**src/verilog/ctas_pkg.sv**
```systemverilog
// Constants shared by the transmit-candidate arbitration block
package ctas_pkg;
  // ----------------------------------------
  // Sizes
  // ----------------------------------------
  localparam int NUM_BUF = 16;
  localparam int IDX_W   = 4;
  localparam int ID_W    = 11;
  localparam int CODE_W  = 4;
  // ----------------------------------------
  // Register byte offsets
  // ----------------------------------------
  localparam logic [11:0] OFF_MODULE_CONFIG = 12'h000;
  localparam logic [11:0] OFF_STATUS        = 12'h004;
  localparam logic [11:0] OFF_BUF_BASE      = 12'h080;
  localparam logic [11:0] OFF_BUF_LAST      = 12'h0bc;
  // ----------------------------------------
  // Field positions
  // ----------------------------------------
  localparam int POS_LAST_IDX = 0;
  localparam int POS_HALT     = 28;
  localparam int POS_FRZ_EN   = 30;
  localparam int POS_MODULE_DISABLE_BIT     = 31;
  localparam int POS_ID       = 0;
  localparam int POS_CODE     = 24;
  localparam int POS_CAND_IDX = 0;
  localparam int POS_CAND_VAL = 8;
  localparam int POS_SCANNING = 9;
  localparam int POS_DIS_ACK  = 10;
  localparam int POS_TX_IDLE  = 11;
  // ----------------------------------------
  // Buffer codes and reset values
  // ----------------------------------------
  localparam logic [CODE_W-1:0] CODE_RX_INACTIVE = 4'h0;
  localparam logic [CODE_W-1:0] CODE_TX_INACTIVE = 4'h8;
  localparam logic [CODE_W-1:0] CODE_REMOTE_ANS  = 4'ha;
  localparam logic [CODE_W-1:0] CODE_TX_DATA     = 4'hc;
  localparam logic [IDX_W-1:0]  RST_LAST_IDX     = 4'hf;
  localparam logic              RST_MODULE_DISABLE_BIT         = 1'b1;
  localparam logic              RST_FRZ_EN       = 1'b1;
  localparam logic              RST_HALT         = 1'b1;
  // Worst scan length: every buffer plus the closing cycle
  localparam int SCAN_MAX_CYC = NUM_BUF + 1;
endpackage : ctas_pkg

```
**src/verilog/ctas_buf2.sv**
```systemverilog
// Two-entry valid/ready buffer for selected candidates
`timescale 1ns/100ps
module ctas_buf2 #(
  parameter int W = 4
) (
  // Clock and reset
  input  wire logic         pclk,
  input  wire logic         presetn,
  // Fill side
  input  wire logic         in_valid,
  output      logic         in_ready,
  input  wire logic [W-1:0] in_data,
  // Drain side
  output      logic         out_valid,
  input  wire logic         out_ready,
  output      logic [W-1:0] out_data
);
  logic [W-1:0] mem_reg [2];
  logic         wp_reg;
  logic         rp_reg;
  logic [1:0]   cnt_reg;
  wire          push = in_valid && in_ready;
  wire          pop  = out_valid && out_ready;

  assign in_ready  = (cnt_reg != 2'h2);
  assign out_valid = (cnt_reg != 2'h0);
  assign out_data  = mem_reg[rp_reg];

  always_ff @(posedge pclk or negedge presetn) begin
    if (!presetn) begin
      wp_reg     <= 1'b0;
      rp_reg     <= 1'b0;
      cnt_reg    <= 2'h0;
      mem_reg[0] <= '0;
      mem_reg[1] <= '0;
    end else begin
      if (push) begin
        mem_reg[wp_reg] <= in_data;
        wp_reg          <= !wp_reg;
      end
      if (pop) begin
        rp_reg <= !rp_reg;
      end
      cnt_reg <= cnt_reg + {1'b0, push} - {1'b0, pop};
    end
  end
endmodule : ctas_buf2

```
**src/verilog/ctas_top.sv**
```systemverilog
// Transmit-candidate selection, remote answers and mode-entry handshake
//
// The register addresses and register access over APB are this design's own decisions.
`timescale 1ns/100ps
module ctas_top
  import ctas_pkg::*;
(
  // APB slave
  input  wire logic                     pclk,
  input  wire logic                     presetn,
  input  wire logic                     psel,
  input  wire logic                     penable,
  input  wire logic                     pwrite,
  input  wire logic [11:0]              paddr,
  input  wire logic [31:0]              pwdata,
  output      logic [31:0]              prdata,
  output      logic                     pready,
  output      logic                     pslverr,
  // Frame events from the protocol engine
  input  wire logic                     rx_sof,
  input  wire logic                     ifs_end,
  input  wire logic                     rx_rtr_done,
  input  wire logic [ctas_pkg::ID_W-1:0] rx_id,
  input  wire logic                     tx_done,
  input  wire logic [ctas_pkg::IDX_W-1:0] tx_done_idx,
  // Candidate to the transmitter
  output      logic                     cand_valid,
  input  wire logic                     cand_ready,
  output      logic [ctas_pkg::IDX_W-1:0] cand_idx,
  // Chip mode controller handshake
  input  wire logic                     mode_disable_req,
  output      logic                     mode_disable_ack
);
  import ctas_pkg::*;

  // ----------------------------------------
  // Configuration and buffer storage
  // ----------------------------------------
  logic [IDX_W-1:0]  last_buffer_index_reg;
  logic              module_disable_bit_reg;
  logic              freeze_enable_bit_reg;
  logic              halt_reg;
  logic [CODE_W-1:0] code_mem [NUM_BUF];
  logic [ID_W-1:0]   id_mem   [NUM_BUF];
  logic [31:0]       prdata_reg;
  logic              perr_reg;
  logic              after_ifs_reg;

  // ----------------------------------------
  // Bus decode
  // ----------------------------------------
  wire              setup     = psel && !penable;
  wire              wr_en     = psel && penable && pwrite;
  wire              hit_cfg   = (paddr == OFF_MODULE_CONFIG);
  wire              hit_stat  = (paddr == OFF_STATUS);
  wire              hit_buf   = (paddr >= OFF_BUF_BASE) && (paddr <= OFF_BUF_LAST)
                                && (paddr[1:0] == 2'h0);
  wire              mapped    = hit_cfg || hit_stat || hit_buf;
  wire [11:0]       buf_off   = paddr - OFF_BUF_BASE;
  wire [IDX_W-1:0]  buf_sel   = buf_off[IDX_W+1:2];
  wire              cs_wr     = wr_en && hit_buf;
  wire              cfg_wr    = wr_en && hit_cfg;
  wire [CODE_W-1:0] wr_code   = pwdata[POS_CODE+:CODE_W];
  wire              enabled   = !module_disable_bit_reg && !halt_reg;

  assign pready  = 1'b1;
  assign prdata  = prdata_reg;
  assign pslverr = perr_reg && psel && penable;

  // ----------------------------------------
  // Remote request matching
  // ----------------------------------------
  logic [NUM_BUF-1:0] rmatch;
  genvar g;
  generate
    for (g = 0; g < NUM_BUF; g++) begin : g_match
      assign rmatch[g] = (code_mem[g] == CODE_REMOTE_ANS) && (id_mem[g] == rx_id)
                         && (g <= int'(last_buffer_index_reg));

    end
  endgenerate
  wire arm_any = rx_rtr_done && enabled && (rmatch != '0);

  // ----------------------------------------
  // Selection scan
  // ----------------------------------------
  logic              scan_active_reg;
  logic [IDX_W-1:0]  scan_idx_reg;
  logic              best_v_reg;
  logic [IDX_W-1:0]  best_idx_reg;
  logic [ID_W-1:0]   best_id_reg;
  logic              cand_found_reg;
  logic [IDX_W-1:0]  cand_idx_reg;
  logic              push_pend_reg;
  logic              tx_idle_reg;
  logic              buf_in_ready;

  // A scan restarts on frame start (also one sent after intermission by another node), on rearming,
  // on a buffer write in the post-intermission gap, on any activation write, and on a reported send.
  wire tx_activate = cs_wr && (wr_code == CODE_TX_DATA);
  wire scan_start  = enabled && (rx_sof
                     || (cs_wr && after_ifs_reg)
                     || (tx_activate && tx_idle_reg)
                     || tx_activate || arm_any || tx_done);
  wire [CODE_W-1:0] cur_code = code_mem[scan_idx_reg];
  wire [ID_W-1:0]   cur_id   = id_mem[scan_idx_reg];
  // Lower identifier wins arbitration on the bus, so it is the better pick
  wire cur_better = (cur_code == CODE_TX_DATA) && (!best_v_reg || cur_id < best_id_reg);
  wire scan_last  = scan_active_reg && (scan_idx_reg == last_buffer_index_reg);
  wire found_next = best_v_reg || cur_better;
  wire [IDX_W-1:0] win_next = cur_better ? scan_idx_reg : best_idx_reg;

  always_ff @(posedge pclk or negedge presetn) begin
    if (!presetn) begin
      scan_active_reg <= 1'b0;
      scan_idx_reg    <= '0;
      best_v_reg      <= 1'b0;
      best_idx_reg    <= '0;
      best_id_reg     <= '0;
    end else if (scan_start) begin
      scan_active_reg <= 1'b1;
      scan_idx_reg    <= '0;
      best_v_reg      <= 1'b0;
    end else if (scan_active_reg) begin
      scan_active_reg <= !scan_last;
      scan_idx_reg    <= scan_idx_reg + 4'h1;
      if (cur_better) begin
        best_v_reg   <= 1'b1;
        best_idx_reg <= scan_idx_reg;
        best_id_reg  <= cur_id;
      end
    end
  end

  // Candidate holds across remote requests; only a finished scan replaces it
  always_ff @(posedge pclk or negedge presetn) begin
    if (!presetn) begin
      cand_found_reg <= 1'b0;
      cand_idx_reg   <= '0;
      push_pend_reg  <= 1'b0;
      tx_idle_reg    <= 1'b1;
    end else if (scan_last && !scan_start) begin
      cand_found_reg <= found_next;
      cand_idx_reg   <= win_next;
      push_pend_reg  <= found_next;
      tx_idle_reg    <= !found_next;
    end else if (push_pend_reg && buf_in_ready) begin
      push_pend_reg  <= 1'b0;
    end
  end

  // ----------------------------------------
  // Candidate hand-off buffer
  // ----------------------------------------
  ctas_buf2 #(.W(IDX_W)) u_buf (
    .pclk      (pclk),
    .presetn   (presetn),
    .in_valid  (push_pend_reg),
    .in_ready  (buf_in_ready),
    .in_data   (cand_idx_reg),
    .out_valid (cand_valid),
    .out_ready (cand_ready),
    .out_data  (cand_idx)
  );

  // ----------------------------------------
  // Registers written by software and hardware
  // ----------------------------------------
  always_ff @(posedge pclk or negedge presetn) begin
    if (!presetn) begin
      last_buffer_index_reg  <= RST_LAST_IDX;
      module_disable_bit_reg <= RST_MODULE_DISABLE_BIT;
      freeze_enable_bit_reg  <= RST_FRZ_EN;
      halt_reg               <= RST_HALT;
    end else if (cfg_wr) begin
      last_buffer_index_reg  <= pwdata[POS_LAST_IDX+:IDX_W];
      module_disable_bit_reg <= pwdata[POS_MODULE_DISABLE_BIT];
      freeze_enable_bit_reg  <= pwdata[POS_FRZ_EN];
      halt_reg               <= pwdata[POS_HALT];
    end
  end

  // Hardware updates come after the bus write, so they win on a collision
  always_ff @(posedge pclk or negedge presetn) begin
    if (!presetn) begin
      for (int i = 0; i < NUM_BUF; i++) begin
        code_mem[i] <= CODE_RX_INACTIVE;
        id_mem[i]   <= '0;
      end
    end else begin
      if (cs_wr) begin
        code_mem[buf_sel] <= wr_code;
        id_mem[buf_sel]   <= pwdata[POS_ID+:ID_W];
      end
      if (tx_done) begin
        code_mem[tx_done_idx] <= CODE_TX_INACTIVE;
      end
      for (int i = 0; i < NUM_BUF; i++) begin
        if (rx_rtr_done && enabled && rmatch[i]) begin
          code_mem[i] <= CODE_TX_DATA;
        end
      end
    end
  end

  // Window between intermission end and the next frame start
  always_ff @(posedge pclk or negedge presetn) begin
    if (!presetn) begin
      after_ifs_reg <= 1'b0;
    end else if (rx_sof) begin
      after_ifs_reg <= 1'b0;
    end else if (ifs_end) begin
      after_ifs_reg <= 1'b1;
    end
  end

  // ----------------------------------------
  // Mode-entry handshake
  // ----------------------------------------
  // The controller's request is only granted once the module is really off
  assign mode_disable_ack = mode_disable_req && module_disable_bit_reg;

  // ----------------------------------------
  // Read path, answered in the access cycle
  // ----------------------------------------
  logic [31:0] rd_word;
  always_comb begin
    rd_word = 32'h0000_0000;
    if (hit_cfg) begin
      rd_word[POS_LAST_IDX+:IDX_W] = last_buffer_index_reg;
      rd_word[POS_MODULE_DISABLE_BIT]            = module_disable_bit_reg;
      rd_word[POS_FRZ_EN]          = freeze_enable_bit_reg;
      rd_word[POS_HALT]            = halt_reg;
    end else if (hit_stat) begin
      rd_word[POS_CAND_IDX+:IDX_W] = cand_idx_reg;
      rd_word[POS_CAND_VAL]        = cand_found_reg;
      rd_word[POS_SCANNING]        = scan_active_reg;
      rd_word[POS_DIS_ACK]         = mode_disable_ack;
      rd_word[POS_TX_IDLE]         = tx_idle_reg;
    end else if (hit_buf) begin
      rd_word[POS_CODE+:CODE_W]    = code_mem[buf_sel];
      rd_word[POS_ID+:ID_W]        = id_mem[buf_sel];
    end
  end

  always_ff @(posedge pclk or negedge presetn) begin
    if (!presetn) begin
      prdata_reg <= 32'h0000_0000;
      perr_reg   <= 1'b0;
    end else if (setup) begin
      prdata_reg <= pwrite ? 32'h0000_0000 : rd_word;
      perr_reg   <= !mapped || (pwrite && hit_stat);
    end
  end
endmodule : ctas_top
```
**config.mk**
```make
export PLATFORM = sky130hd
export DESIGN_NAME = ctas_top
export DESIGN_NICKNAME = d
export VERILOG_FILES = /design/src/verilog/ctas_pkg.sv /design/src/verilog/ctas_buf2.sv /design/src/verilog/ctas_top.sv
export SDC_FILE = /design/constraint.sdc
export NUM_CORES = 1
export LEC_CHECK = 0
export BUFFER_PORTS_ARGS = -buffer_cell sky130_fd_sc_hd__buf_4
export CAP_MARGIN = 30
export CORE_MARGIN = 10
export CORE_UTILIZATION = 58
export CTS_BUF_LIST = sky130_fd_sc_hd__clkbuf_8
export DETAILED_ROUTE_END_ITERATION = 7
export HOLD_SLACK_MARGIN = 0.15
export PLACE_DENSITY = 0.85
export SYNTH_ARGS = -nofsm -noshare
export SYNTH_HDL_FRONTEND = slang
export SYNTH_SLANG_ARGS = --single-unit
```
**constraint.sdc**
```tcl
create_clock -name pclk -period 4.6 [get_ports pclk]
set_clock_uncertainty 0.1 [all_clocks]
set_input_delay 0.69 -clock pclk [delete_from_list [all_inputs] [get_ports pclk]]
set_output_delay 0.69 -clock pclk [all_outputs]
set_load 0.1 [all_outputs]
```
==> impl_metrics.json <==
{
  "outcome": "complete, no violations",
  "largest_reg_flops": 176,
  "htreeDepth": 2,
  "die_h_um": 202,
  "grt_max_degree": 114,
  "drc": 0,
  "hold_depth": 2,
  "period_minus_slack_ns": 4.52,
  "yosysWarnings": 0,
  "hold_violations": 0,
  "syn_area_per_cell_um2": 12.3,
  "rr_endpoint": "best_id_reg[1]$_DFFE_PN0P_",
  "cts_setup_buffers": 0,
  "rrSetupSlack_ns": 0.08,
  "min_to": "halt_reg$_DFFE_PN1P_",
  "drive_above_1_share_pct": 35.5,
  "clk_root_buffer_cell": "clkbuf_8",
  "end_kind": "flip-flop",
  "setup_viol": 0,
  "nNetsFinal": 1715,
  "finalSetupTns_ns": 0,
  "grt_pass1_wl_mm": 102,
  "synth_top_cells_by_count": "dfrtp_1 (300), mux2_2 (213), mux4_2 (128), xnor2_1 (96), xor2_1 (90)",
  "leakagePower_nw": 9.48,
  "hold_path_class": "input port to flip-flop",
  "powerDensity_nw_per_um2": 297,
  "finalCritPeriodShare_pct": 98.2,
  "path_cells": "buf_4 > mux4_2 > mux4_2 > ha_1 > a21o_1 > a2111oi_1 > o22ai_1 > or4b_4 > nor2_4 > buf_12 > mux2_2",
  "yosys.area.top_type": "dfrtp_1",
  "syn2layout_area_growth_pct": 11.6,
  "slowest_delay_ns": 0.59,
  "async_flop_share_pct": 100,
  "drv_cap": 0,
  "cts_tree": "built",
  "start_util_pct": 59.0,
  "cp-start-kind": "flip-flop",
  "numCtsBuffers": 53,
  "vias": 14900,
  "rr_startpoint": "scan_idx_reg[0]$_DFFE_PN0P_",
  "viasPerCell": 7.04,
  "cp.arrival_ns": 4.95,
  "drt-total-wl_mm": 69.8,
  "drt_pass1_iterations": 8,
  "synth_top_area_share_pct": 39.0,
  "grt_pass1_vias": 14700,
  "worst_pin_slew_ns": 1.02,
  "drt_iter0_drc": 1862,
  "dp_hpwl_mm": 51.4,
  "slew_viol_final": 0,
  "r2r_cells": 11,
  "worst_hold_slack_ns": 0.183,
  "final_cells": 2115,
  "synth_ff_type": "dfrtp_1",
  "row_count": 66,
  "crit_type": "flip-flop to flip-flop",
  "antenna_found_initial": 2,
  "cp_common_cell": "mux4_2",
  "globalplace.congestion": 1.05,
  "die_w_um": 202,
  "grt_overflow": 0,
  "ant_nets": 0,
  "place_ws_ns": 0.204,
  "hp-start": "pwdata[28]",
  "synth_cell_types": 76,
  "peakVddDrop_v": 0.000248,
  "clockBufferDepth": 3,
  "syn-instance-count": 1564,
  "grt_usage_pct": 34.0,
  "fin_ws_ns": 0.0814,
  "cts.sinks": 308,
  "ys_top_cells_by_area": "dfrtp_1 (39%), mux4_2 (15%), mux2_2 (12%), xnor2_1 (4.4%), xor2_1 (4.1%)",
  "synth_edf_count": 0,
  "slowest_stage": "mux4_2",
  "io_buffers": 81,
  "clk_latency_ns": 0.67,
  "routedWlPerCell_um": 33.0,
  "die_area_um2": 40800,
  "io_pins": 110,
  "core_um2": 32600,
  "yosysSeqAreaShare_pct": 40.1,
  "max_freq_ghz": 0.221,
  "synth_seq_cells": 308,
  "yosysMostFrequentCell": "dfrtp_1",
  "crit_required_ns": 5.03,
  "clk_pin_slew_worst_paths_ns": 0.06,
  "syn_area_um2": 19200,
  "slew-limit-headroom_pct": 30.8,
  "dp.cells": 2013,
  "path_max_fanout": 12
}
-- repair_timing --
item | in CTS | in global routing
hold buffers | 5 | 0
setup endpoints to repair | 0 | 6
hold endpoints to repair | 105 | 0
gates resized for setup | 0 | 1
-- layout by cell type, fill, tap and decap left out, drive strengths merged, types with 6 or more instances in the layout --
cell	synthesis	layout
dfrtp	300	300
mux2	223	223
mux4	130	130
buf	82	127
xnor2	96	96
xor2	90	90
nor2	76	76
nand2	69	69
clkbuf	49	65
nor4	54	54
mux2i	46	46
nand4	43	43
inv	22	38
nand3	30	30
nor3	25	25
o21ai	23	23
nor4bb	14	14
a21oi	14	14
conb	2	14
nand2b	13	13
ha	13	13
nor2b	12	12
o22ai	12	12
a211o	12	12
a32o	8	8
dfstp	8	8
and3	7	7
or3	7	7
clkinv	0	7
nor4b	6	6
-- area by class of cell --
class	instances	area, µm²
antenna	2	5.00
clock buffer	65	895
clock inverter	29	238
fill	2396	11100
inverter	22	82.6
multi-input combinational	1115	10900
sequential	308	7720
tap	442	553
timing repair buffer	132	1120
-- report_power, final --
part	internal, W	switching (W)	total (W)
Clock	0.00150	0.00121	0.00271
Combinational	0.000269	0.000554	0.000823
Sequential	0.00278	0.0000658	0.00285
-- critical path, delay by kind of cell, from the launching register on --
| kind | cells | cell delay, ns |
|---|---|---|
| AOI/OAI and AO/OA | 3 | 0.84 |
| adders and majority gates | 1 | 0.34 |
| buffers and inverters | 2 | 0.41 |
| DFF | 1 | 0.53 |
| muxes | 3 | 1.46 |
| and+or+nand+nor | 2 | 0.71 |
-- stage by stage --
stage	total power, W	area, µm²	utilization, %
after global placement	0.00368	20300	62.1
after detailed placement	0.00369	20300	62.1
final	0.00638	21500	65.8
after floorplan	0.00340	19300	-
after CTS	0.00639	21400	65.7
after global routing	0.00656	21500	65.8
-- metal layers --
metal	wire length (µm)	vias up	track usage [%]
li1	-	5995	-
met1	26200	7595	44.1
met2	31000	1061	50.7
met3	8180	247	9.26
met4	4430	0	19.5
met5	0	-	0
-- cell families after synthesis --
group | after synthesis | share of synthesized area, %
adder cells (fa/ha/maj) | 13 | 0.846
buffers and inverters | 153 | 3.86
flip-flops | 308 | 40.1
AND/OR/NAND/NOR | 397 | 11.8
AO/OA/AOI/OAI | 106 | 3.93
other | 2 | 0.0390
XOR/XNOR | 186 | 8.47
multiplexers | 399 | 30.9
-- how the worst max path moves through the flow --
stage / cells past startpoint / end / from / slack [ns]
after CTS: 11 / best_id_reg[1]$_DFFE_PN0P_ / scan_idx_reg[0]$_DFFE_PN0P_ / 0.16
after floorplan: 14 / best_id_reg[3]$_DFFE_PN0P_ / scan_idx_reg[0]$_DFFE_PN0P_ / 0.03
final: 11 / best_id_reg[1]$_DFFE_PN0P_ / scan_idx_reg[0]$_DFFE_PN0P_ / 0.08
after detailed placement: 11 / best_id_reg[10]$_DFFE_PN0P_ / scan_idx_reg[0]$_DFFE_PN0P_ / 0.20
after global routing: 11 / best_id_reg[1]$_DFFE_PN0P_ / scan_idx_reg[0]$_DFFE_PN0P_ / -0.02
after global placement: 12 / best_id_reg[1]$_DFFE_PN0P_ / scan_idx_reg[0]$_DFFE_PN0P_ / 0.25
No activity file was read; power rests on OpenSTA's default activity.
